===== src/i2c_ctrl_defs.svh =====
// constants of the parallel-host i2c controller
`ifndef I2C_CTRL_DEFS_SVH
`define I2C_CTRL_DEFS_SVH
`define OWN_ADDR_RESET   8'h00
`define CLK_REG_RESET    8'h00
`define VEC_RESET_SEP    8'h00
`define VEC_RESET_SINGLE 8'h0F
`define CTRL_RESET       8'h80
`define PRE_DIV_3M       6'h07
`define PRE_DIV_4M43     6'h0A
`define PRE_DIV_6M       6'h0D
`define PRE_DIV_8M       6'h13
`define PRE_DIV_12M      6'h1C
`define SCL_HALF_90K     10'h008
`define SCL_HALF_45K     10'h010
`define SCL_HALF_11K     10'h040
`define SCL_HALF_1K5     10'h1E0
`endif


===== src/i2c_ctrl_pkg.sv =====
// types of the parallel-host i2c controller
package i2c_ctrl_pkg;
	typedef struct packed {
		logic pending_n;
		logic serial_enable;
		logic reg_select_1;
		logic reg_select_2;
		logic irq_enable;
		logic start_request;
		logic stop_request;
		logic ack_enable;
	} ctrl_s;
	typedef struct packed {
		logic       cs_n;
		logic       wr_n;
		logic       rd_n;
		logic       register_select;
		logic       irq_acknowledge_n;
		logic [7:0] data;
	} host_pins_s;
	typedef enum logic [1:0] {
		S_IDLE  = 2'b00,
		S_SHIFT = 2'b01,
		S_ACKP  = 2'b11,
		S_HOLD  = 2'b10
	} byte_state_e;
	typedef enum logic [2:0] {
		T_CTRL, T_OWN, T_VEC, T_CLK, T_DATA, T_NONE
	} reg_target_e;
endpackage


===== src/parallel_host_i2c_controller_regs.sv =====
// parallel host register file and byte engine of the i2c controller
`timescale 1ns/1ps
`default_nettype none
`include "i2c_ctrl_defs.svh"
module parallel_host_i2c_controller_regs import i2c_ctrl_pkg::*; (
	// clock and reset
	input  wire logic       core_clk,
	input  wire logic       reset,
	// host bus pins
	input  wire host_pins_s host_pins,
	output logic [7:0]      db_out,
	output logic            db_oe,
	output logic            transfer_ack_n_out,
	output logic            transfer_ack_n_oe,
	output logic            irq_out,
	output logic            irq_oe,
	// i2c pins
	input  wire logic       scl_in,
	output logic            scl_out,
	output logic            scl_oe,
	input  wire logic       sda_in,
	output logic            sda_out,
	output logic            sda_oe
);
	host_pins_s  pins1_q, pins_q;
	logic [1:0]  line1_q, line_q;
	logic        filt_q [2];
	logic        hist_q [2];
	ctrl_s       ctrl_q;
	logic [7:0]  own_q, clk_q, vec_q, sh_q, rbuf_q, db_out_q;
	logic        vec_written_q, single_q, wr_prev_q, acc_q, db_oe_q, tack_oe_q, irq_oe_q;
	logic        stop_det_q, gc_lrb_q, aas_q, bb_n_q, first_q, tx_q, scl_low_q, sda_low_q;
	logic [5:0]  pre_cnt_q;
	logic [9:0]  half_cnt_q;
	logic [2:0]  bit_q;
	byte_state_e state_q;
	logic        acc, acc_start, is_wr, irq_acknowledge_n_cyc, tick, half_end, byte_done, host_data_wr, host_data_rd;
	logic [7:0]  status, rdata;
	reg_target_e tgt;

	function automatic reg_target_e decode(input logic sel, input ctrl_s c);
		if (sel) begin
			decode = T_CTRL;
		end else if (c.serial_enable && !c.reg_select_1 && !c.reg_select_2) begin
			decode = T_DATA;
		end else if (!c.reg_select_1 && !c.reg_select_2) begin
			decode = T_OWN;
		end else if (!c.reg_select_1) begin
			decode = T_VEC;
		end else if (!c.serial_enable && !c.reg_select_2) begin
			decode = T_CLK;
		end else begin
			decode = T_NONE;
		end
	endfunction

	function automatic logic [5:0] pre_div(input logic [2:0] code);
		case (code)
			3'b100:  pre_div = `PRE_DIV_4M43;
			3'b101:  pre_div = `PRE_DIV_6M;
			3'b110:  pre_div = `PRE_DIV_8M;
			3'b111:  pre_div = `PRE_DIV_12M;
			default: pre_div = `PRE_DIV_3M;
		endcase
	endfunction

	function automatic logic [9:0] scl_half(input logic [1:0] code);
		case (code)
			2'b00:   scl_half = `SCL_HALF_90K;
			2'b01:   scl_half = `SCL_HALF_45K;
			2'b10:   scl_half = `SCL_HALF_11K;
			default: scl_half = `SCL_HALF_1K5;
		endcase
	endfunction

	// two-stage synchronisers for every pin input
	always_ff @(posedge core_clk) begin
		pins1_q <= host_pins;
		pins_q  <= pins1_q;
		line1_q <= {scl_in, sda_in};
		line_q  <= line1_q;
	end

	// access decode for both host styles
	always_comb begin
		acc       = !pins_q.cs_n && (single_q || !pins_q.wr_n || !pins_q.rd_n);
		acc_start = acc && !acc_q;
		is_wr     = !pins_q.wr_n;
		irq_acknowledge_n_cyc  = !pins_q.irq_acknowledge_n && ctrl_q.irq_enable;
		tgt       = decode(pins_q.register_select, ctrl_q);
		host_data_wr = acc_start && is_wr && tgt == T_DATA;
		host_data_rd = acc_start && !is_wr && tgt == T_DATA;
		status    = {ctrl_q.pending_n, 1'b0, stop_det_q, 1'b0, gc_lrb_q, aas_q, 1'b0, bb_n_q};
		if (tgt == T_CTRL) begin
			rdata = ctrl_q.serial_enable ? status : ctrl_q;
		end else if (tgt == T_OWN) begin
			rdata = own_q;
		end else if (tgt == T_VEC) begin
			rdata = vec_q;
		end else if (tgt == T_CLK) begin
			rdata = clk_q;
		end else if (tgt == T_DATA) begin
			rdata = rbuf_q;
		end else begin
			rdata = 8'h00;
		end
	end

	// host style detection, sticky until reset
	always_ff @(posedge core_clk) begin
		if (reset) begin
			single_q  <= 1'b0;
			wr_prev_q <= 1'b1;
			acc_q     <= 1'b0;
		end else begin
			wr_prev_q <= pins_q.wr_n;
			acc_q     <= acc;
			if (wr_prev_q && !pins_q.wr_n && pins_q.cs_n) begin
				single_q <= 1'b1;
			end
		end
	end

	// setup registers
	always_ff @(posedge core_clk) begin
		if (reset) begin
			own_q         <= `OWN_ADDR_RESET;
			clk_q         <= `CLK_REG_RESET;
			vec_q         <= `VEC_RESET_SEP;
			vec_written_q <= 1'b0;
		end else begin
			if (acc_start && is_wr && tgt == T_OWN) begin
				own_q <= pins_q.data;
			end
			if (acc_start && is_wr && tgt == T_CLK) begin
				clk_q <= pins_q.data;
			end
			if (acc_start && is_wr && tgt == T_VEC) begin
				vec_q         <= pins_q.data;
				vec_written_q <= 1'b1;
			end else if (single_q && !vec_written_q) begin
				vec_q <= `VEC_RESET_SINGLE;
			end
		end
	end

	// control register; byte completion clears pending-not and wins over a write
	always_ff @(posedge core_clk) begin
		if (reset) begin
			ctrl_q <= `CTRL_RESET;
		end else begin
			if (acc_start && is_wr && tgt == T_CTRL) begin
				ctrl_q <= pins_q.data;
			end else if (host_data_wr || host_data_rd) begin
				ctrl_q.pending_n <= 1'b1;
			end
			if (byte_done) begin
				ctrl_q.pending_n <= 1'b0;
			end
		end
	end

	// host bus outputs
	always_ff @(posedge core_clk) begin
		if (reset) begin
			db_out_q  <= 8'h00;
			db_oe_q   <= 1'b0;
			tack_oe_q <= 1'b0;
			irq_oe_q  <= 1'b0;
		end else begin
			db_out_q  <= irq_acknowledge_n_cyc ? vec_q : rdata;
			db_oe_q   <= irq_acknowledge_n_cyc || (acc && !is_wr);
			tack_oe_q <= single_q && (acc || irq_acknowledge_n_cyc);
			irq_oe_q  <= ctrl_q.irq_enable && !ctrl_q.pending_n;
		end
	end

	// prescaler and scl half-period timer
	always_ff @(posedge core_clk) begin
		if (reset) begin
			pre_cnt_q  <= 6'h00;
			half_cnt_q <= 10'h000;
		end else begin
			pre_cnt_q <= tick ? 6'h00 : pre_cnt_q + 6'h01;
			if (state_q == S_IDLE || state_q == S_HOLD || half_end) begin
				half_cnt_q <= 10'h000;
			end else if (tick) begin
				half_cnt_q <= half_cnt_q + 10'h001;
			end
		end
	end
	assign tick     = pre_cnt_q == pre_div(clk_q[4:2]) - 6'h01;
	assign half_end = tick && half_cnt_q == scl_half(clk_q[1:0]) - 10'h001;

	// digital filter on scl and sda, sampled on the internal tick
	generate
		for (genvar i = 0; i < 2; i++) begin : g_filt
			always_ff @(posedge core_clk) begin
				if (reset) begin
					hist_q[i] <= 1'b1;
					filt_q[i] <= 1'b1;
				end else if (tick) begin
					hist_q[i] <= line_q[i];
					if (hist_q[i] == line_q[i]) begin
						filt_q[i] <= line_q[i];
					end
				end
			end
		end
	endgenerate

	// start/stop watch on the filtered lines
	always_ff @(posedge core_clk) begin
		if (reset) begin
			stop_det_q <= 1'b0;
			bb_n_q     <= 1'b1;
			first_q    <= 1'b0;
		end else begin
			if (acc_start && is_wr && tgt == T_CTRL && pins_q.data[7]) begin
				stop_det_q <= 1'b0;
			end
			// scl must still be high at the line, else an sda change right after scl falls looks like start/stop
			if (tick && filt_q[1] && line_q[1] && hist_q[1] && filt_q[0] && !line_q[0] && hist_q[0] == line_q[0]) begin
				bb_n_q  <= 1'b0;
				first_q <= 1'b1;
			end else if (tick && filt_q[1] && line_q[1] && hist_q[1] && !filt_q[0] && line_q[0]
				&& hist_q[0] == line_q[0]) begin
				bb_n_q     <= 1'b1;
				stop_det_q <= 1'b1;
			end else if (byte_done) begin
				first_q <= 1'b0;
			end
		end
	end

	// byte engine: eight data bits and one acknowledge bit
	assign byte_done = state_q == S_ACKP && half_end && !scl_low_q;
	always_ff @(posedge core_clk) begin
		if (reset) begin
			state_q   <= S_IDLE;
			sh_q      <= 8'h00;
			rbuf_q    <= 8'h00;
			bit_q     <= 3'h0;
			tx_q      <= 1'b0;
			scl_low_q <= 1'b0;
			gc_lrb_q  <= 1'b0;
			aas_q     <= 1'b0;
		end else begin
			if (acc_start && is_wr && tgt == T_CTRL && pins_q.data[7]) begin
				aas_q    <= 1'b0;
				gc_lrb_q <= 1'b0;
			end
			case (state_q)
				S_IDLE, S_HOLD: begin
					scl_low_q <= state_q == S_HOLD;
					if (host_data_wr && ctrl_q.serial_enable) begin
						sh_q      <= pins_q.data;
						tx_q      <= 1'b1;
						bit_q     <= 3'h0;
						scl_low_q <= 1'b1;
						state_q   <= S_SHIFT;
					end else if (host_data_rd && ctrl_q.serial_enable) begin
						tx_q      <= 1'b0;
						bit_q     <= 3'h0;
						scl_low_q <= 1'b1;
						state_q   <= S_SHIFT;
					end
				end
				S_SHIFT: begin
					if (half_end && scl_low_q) begin
						scl_low_q <= 1'b0;
					end else if (half_end) begin
						scl_low_q <= 1'b1;
						sh_q      <= {sh_q[6:0], filt_q[0]};
						bit_q     <= bit_q + 3'h1;
						if (bit_q == 3'h7) begin
							state_q <= S_ACKP;
							if (!tx_q) begin
								rbuf_q <= {sh_q[6:0], filt_q[0]};
							end
							if (!tx_q && first_q && sh_q[6:0] == own_q[6:0]) begin
								aas_q <= 1'b1;
							end
						end
					end
				end
				default: begin
					if (half_end && scl_low_q) begin
						scl_low_q <= 1'b0;
					end else if (half_end) begin
						scl_low_q <= 1'b1;
						gc_lrb_q  <= tx_q ? filt_q[0] : 1'b0;
						state_q   <= S_HOLD;
					end
				end
			endcase
		end
	end

	always_comb begin
		if (state_q == S_SHIFT) begin
			sda_low_q = tx_q && !sh_q[7];
		end else if (state_q == S_ACKP) begin
			sda_low_q = !tx_q && ctrl_q.ack_enable;
		end else begin
			sda_low_q = 1'b0;
		end
	end

	assign db_out             = db_out_q;
	assign db_oe              = db_oe_q;
	assign transfer_ack_n_out = 1'b0;
	assign transfer_ack_n_oe  = tack_oe_q;
	assign irq_out            = 1'b0;
	assign irq_oe             = irq_oe_q;
	assign scl_out            = 1'b0;
	assign scl_oe             = scl_low_q;
	assign sda_out            = 1'b0;
	assign sda_oe             = sda_low_q;

	AST_STYLE: assert property (@(posedge core_clk) disable iff (reset)
		wr_prev_q && !pins_q.wr_n && pins_q.cs_n |=> single_q) else $error("style not switched");
	AST_RESET: assert property (@(posedge core_clk) reset |=> own_q == 8'h00 && clk_q == 8'h00
		&& ctrl_q.pending_n && !aas_q && !stop_det_q) else $error("bad reset state");
	AST_IRQ_ACKNOWLEDGE_N: assert property (@(posedge core_clk) disable iff (reset)
		irq_acknowledge_n_cyc |=> db_oe && db_out == $past(vec_q)) else $error("vector not driven");
	AST_HOLD: assert property (@(posedge core_clk) disable iff (reset)
		state_q == S_HOLD && $past(state_q) == S_HOLD |-> scl_oe) else $error("scl not held");
	AST_COPY: assert property (@(posedge core_clk) disable iff (reset)
		state_q == S_ACKP && !tx_q |-> rbuf_q == sh_q) else $error("buffer not copied");
	AST_TX: assert property (@(posedge core_clk) disable iff (reset)
		host_data_wr && ctrl_q.serial_enable && state_q == S_IDLE |=> state_q == S_SHIFT
		&& sh_q == $past(pins_q.data)) else $error("transmit not started");
	AST_PIN: assert property (@(posedge core_clk) disable iff (reset)
		byte_done |=> !ctrl_q.pending_n ##1 irq_oe == ctrl_q.irq_enable) else $error("pending not cleared");
	AST_VEC: assert property (@(posedge core_clk) disable iff (reset)
		single_q && !vec_written_q && !(acc_start && is_wr && tgt == T_VEC) |=> vec_q == 8'h0F)
		else $error("single vector default");
endmodule // parallel_host_i2c_controller_regs
`default_nettype wire


===== config.mk =====
export PLATFORM = sky130hd
export DESIGN_NAME = parallel_host_i2c_controller_regs
export DESIGN_NICKNAME = d
export VERILOG_FILES = /design/src/i2c_ctrl_pkg.sv /design/src/parallel_host_i2c_controller_regs.sv
export VERILOG_INCLUDE_DIRS = /design/src /design/src/src
export SDC_FILE = /design/constraint.sdc
export NUM_CORES = 1
export LEC_CHECK = 0
export BUFFER_PORTS_ARGS = -buffer_cell sky130_fd_sc_hd__buf_2
export CORE_MARGIN = 1.5
export CORE_UTILIZATION = 35
export DETAILED_ROUTE_END_ITERATION = 12
export GPL_TIMING_DRIVEN = 0
export SLEW_MARGIN = 40
export SYNTH_ARGS = -nofsm -noshare
export SYNTH_HDL_FRONTEND = slang
export SYNTH_SLANG_ARGS = --single-unit

===== constraint.sdc =====
create_clock -name core_clk -period 5.6 [get_ports core_clk]
set_clock_uncertainty 0.15 [all_clocks]
set_input_delay 0.84 -clock core_clk [delete_from_list [all_inputs] [get_ports core_clk]]
set_output_delay 0.84 -clock core_clk [all_outputs]
set_load 0.05 [all_outputs]

==> Word-level counts from Yosys, hierarchy flattened <==
Memories as Yosys holds them, arrays and structs flattened.
Cells that the tools add are included.
{ "op_classes": {"div": 0, "n_mul": 0, "n_mux": 81, "shift": 0, "n_eq_ne": 26, "n_lt_le_gt_ge": 0, "n_addsub": 5, "bitwise": 6, "n_reduce_logical": 84} }
{ "op_table": {"columns": ["op", "count"], "rows": [
  ["$mux W8", 11],
  ["$mux W1", 48],
  ["$logic_and A1 B1 Y1", 41],
  ["$mux W3", 9],
  ["$pmux W9 S3", 1],
  ["$pmux W5 S4", 1],
  ["$eq A3 B3 Y1 const B", 6],
  ["$pmux W8 S2", 1],
  ["$logic_not A1 Y1", 15],
  ["$mux W2", 7],
  ["$reduce_bool A2 Y1", 6],
  ["$add A10 B1 Y10 const B", 1],
  ["$eq A10 B10 Y1", 1],
  ["$ne A2 B2 Y1 const B", 5],
  ["$sub A10 B1 Y10 const B", 1],
  ["$reduce_and A4 Y1", 2],
  ["$eq A7 B7 Y1", 1],
  ["$logic_or A1 B1 Y1", 7],
  ["$add A6 B1 Y6 const B", 1],
  ["$eq A2 B2 Y1 const B", 3],
  ["$eq A3 B2 Y1 const B", 2],
  ["$eq A6 B6 Y1", 1],
  ["$mux W6", 1],
  ["$pmux W3 S2", 1],
  ["18 further kinds", 29]
]} }
{ "totals": {"mem_bits_ro": 0, "regBits": 121, "in_bits": 17, "mem_count": 2, "elab_cells": 250, "ramBits": 4, "latch_bits": 0} }
{ "memory_table": {"columns": ["memory", "depth", "word_bits", "rd", "rd_clocked_by_memory_dff", "write_ports", "line_no", "source"], "rows": [
  ["filt_q", 2, 1, 2, 0, 2, "parallel_host_i2c_controller_regs.sv:27", "logic filt_q [2];"],
  ["hist_q", 2, 1, 2, 0, 2, "parallel_host_i2c_controller_regs.sv:28", "logic hist_q [2];"]
]} }

==> Depth between registers and ports, before layout <==
{ "logic_depth": {"ltp_word": 16, "ltp_mapped": 8, "depth_no_buf": 6} }

==> Least setup slack after synthesis <==
No wires, ideal clock.
{ "synth_timing": {"path_type": "register to output", "from": "register state_q[1]", "to": "output sda_oe", "n_path_buf": 0, "path_stages_with_launch": 3, "path_slack_ns": 2.689, "t_required_ns": 4.610, "t_arrival_ns": 1.921, "path_cell_list": "dfxtp_1 > or3b_2 > a21boi_0"} }
{ "synth_between": {"elab_chain_len": 3, "word_cells_on_any_way": 4, "classes_between": "eq/ne (2); mux (2)"} }
{ "synth_rtl": {"columns": ["element", "line_no", "source"], "rows": [
  ["start: declaration", "parallel_host_i2c_controller_regs.sv:36", "byte_state_e state_q;"],
  ["start signal: assignment", "parallel_host_i2c_controller_regs.sv:240", "state_q <= S_IDLE;"],
  ["start signal: assignment", "parallel_host_i2c_controller_regs.sv:261", "state_q <= S_SHIFT;"],
  ["start signal: assignment", "parallel_host_i2c_controller_regs.sv:266", "state_q <= S_SHIFT;"],
  ["$eq A2 B2 Y1", "parallel_host_i2c_controller_regs.sv:303", "end else if (state_q == S_ACKP) begin"],
  ["$mux W1", "parallel_host_i2c_controller_regs.sv:303", null],
  ["$mux W1 (*)", "parallel_host_i2c_controller_regs.sv:301", "if (state_q == S_SHIFT) begin"],
  ["end: declaration", "parallel_host_i2c_controller_regs.sv:23", "output logic sda_oe"]
]} }
Every way passes the cells marked *; elsewhere a longest branch is shown, timed or not.

==> Final worst setup path <==
Ends and elaborated chain as after synthesis.

==> flow_metrics.py <==
metrics = {
    "clock_network": {
        "clkSinkCount": 125,
        "holdBufCountCts": 0,
        "cts_setup_buffers": 0,
        "insertion_delay_ns": 0.43,
        "clock_tree.buffer_depth": 2,
        "cts_inserted_buffers": 17,
        "cts_tree": "yes",
        "clockRootBuffer": "clkbuf_16",
        "cts_resized": 0,
        "path_clk_slew_ns": 0.06,
        "htreeDepth": 4,
    },
    "yosys": {
        "ys_types": 75,
        "yosysTopAreaCell": "dfxtp_1",
        "synth.cells.most_frequent": "123 x dfxtp_1, 76 x a21oi_1, 60 x nand2_1, 47 x nor2_1, 41 x nand3_1",
        "syn_area_sq_um": 5260,
        "avgSynthCellArea_sq_um": 8.83,
        "yosys_warnings": 0,
        "synth-edff-count": 2,
        "yosysMostFrequentCell": "dfxtp_1",
        "synth_ff_type": "dfxtp_1",
        "yosys.area.top_type_share_pct": 46.8,
        "synthCells": 595,
        "netlist_top_cells_area": "dfxtp_1 47%, a21oi_1 7.2%, nand2_1 4.3%",
        "synth_async_sr_flop_share_pct": 0,
        "synth-seq-cells": 125,
        "yosysSeqAreaShare_pct": 48.0,
    },
    "detailed_routing": {
        "vias": 4477,
        "drtIter0Drc": 382,
        "drc_errors": 0,
        "vias_per_cell": 5.31,
        "wl_met3_um": 897,
        "drt-total-wl_um": 14200,
        "ant_nets": 0,
        "top_layer_used": "met4",
        "first_pass_iters": 5,
        "wl_per_cell_um": 16.9,
        "met1_length_um": 6500,
        "wl_met2_um": 6420,
    },
    "critical_path": {
        "critPathCaptureType": "output port",
        "arrival_ns": 1.82,
        "crit_fanout": 7,
        "crit_path_start_kind": "flip-flop",
        "crit_type": "reg -> out",
        "worst-endpoint-required_ns": 4.61,
    },
    "grt": {
        "grt_overflow": 0,
        "antenna_found_initial": 0,
        "grt_pass1_wl_um": 22900,
        "grt.total_usage_pct": 18.7,
        "grt_pass1_vias": 4414,
        "grt_max_degree": 17,
    },
    "finish": {
        "drive_gt1_share_pct": 15.9,
        "post-route-cell-area_sq_um": 6240,
        "diodes": 0,
        "area_growth_syn_to_layout_pct": 18.8,
        "nets": 667,
    },
    "sta": {
        "whs_ns": 0.169,
        "finalSetupViolCount": 0,
        "setup_tns_ns": 0,
        "relSlewSlack_pct": 42.1,
        "min_period_over_period_pct": 50.3,
        "period_needed_ns": 2.81,
        "max_freq_mhz": 355,
        "finalHoldViolCount": 0,
        "slew_violations": 0,
        "rsz0062_at_grt": "no",
        "worst_pin_slew_ns": 0.862,
    },
    "hold_path": {
        "hold_class": "reg -> reg",
    },
    "place": {
        "dpl-instance-area_sq_um": 5660,
        "io_buffers": 29,
        "gp_congestion": 0.927,
        "place_hpwl_um": 10200,
    },
    "power_and_ir_drop": {
        "leakagePower_nw": 2.32,
        "power.density_nw_per_um2": 342,
        "ir_drop_v": 0.000235,
    },
    "run_status": {
        "status": "completed",
    },
    "floorplanning": {
        "io_pins": 34,
        "rows": 44,
        "die_y_um": 126,
        "core_area_sq_um": 14600,
        "die_area_sq_um": 15800,
        "die_w_um": 126,
        "initial_core_util_pct": 36.0,
    },
    "run": {
        "drv_cap": 0,
    },
}
## metrics by stage
step	cells	setup WS [ns]	power, mW	util (%)
finish	843	2.79	2.13	42.8
floorplan	598	2.69	1.03	-
detailed placement	811	3.13	1.07	38.8
global placement	811	3.09	1.07	38.7
global route	843	2.71	2.20	42.8
CTS	843	2.78	2.15	42.8
## logic make-up (layout without fill, tap and decap cells)
family                     Yosys count  count (layout)  share of synthesized area, %
AOI/OAI and AO/OA                  163             163                          20.5
xor gates and xnor gates            13              13                          2.17
adders and majority gates            4               4                         0.952
buffers and inverters               57             118                          5.38
DFF                                125             125                          48.0
muxes                                4               4                         0.762
other                                1               4                        0.0713
and+or+nand+nor                    228             228                          22.2
## critical path: stages, from the launching register on
cell and delay [ns]:
dfxtp_1 0.37, or3b_2 0.48, a21boi_0 0.23, buf_2 0.31
## flip-flops by register name, indices dropped and copies added, names as in the netlist, 3 cells and up
signal      cells
bit_q           3
clk_q           8
ctrl_q          8
db_out          8
half_cnt_q     10
own_q           8
pins1_q        13
pins_q         13
pre_cnt_q       6
rbuf_q          8
sh_q            8
vec_q           8
## placed cells by master, fill, tap and decap left out, types with 6 or more instances in the layout
master	instances
a21boi_1	8
or4_1	6
a21oi_1	76
clkbuf_1	24
o22ai_1	8
buf_2	35
a211oi_1	7
o21ai_0	18
buf_4	6
inv_1	13
nand3_1	41
nor3_1	17
clkbuf_16	17
xor2_1	9
dfxtp_1	123
nand2b_1	6
nand2_1	60
inv_6	7
nor2_1	47
## power by group
group | internal [mW] | switching [mW] | total [mW]
Clock | 0.639 | 0.443 | 1.08
Sequential | 0.916 | 0.0179 | 0.934
Combinational | 0.0381 | 0.0793 | 0.117
## routing by layer
metal  GRT usage [%]  up-vias
met1            23.3     2072
met3            5.48       34
met2            29.3      147
met5               0        -
li1                -     2224
met4            10.1        0
## worst paths after layout
check                                        startpoint              endpoint  slack [ns]  depth (start not counted)
worst max-delay path            state_q[1]$_SDFFE_PP0P_                sda_oe        2.79                          3
worst min-delay path                 pins1_q[7]$_DFF_P_     pins_q[7]$_DFF_P_        0.17                          0
worst max register to register   ctrl_q[4]$_SDFFE_PP0P_  sh_q[0]$_SDFFE_PP0P_        3.10                          7
worst min register to register       pins1_q[7]$_DFF_P_     pins_q[7]$_DFF_P_        0.17                          0
## cell type report
cell class	instances	area, sq um
plain buffers	44	234
clock inverters	14	148
flip-flops and latches	125	2520
repair buffers	29	145
well taps	184	230
multi-input cells	416	2470
fillers	1423	8350
inverters	13	48.8
clock buffers	18	439
No activity file was read; power rests on OpenSTA's default activity.
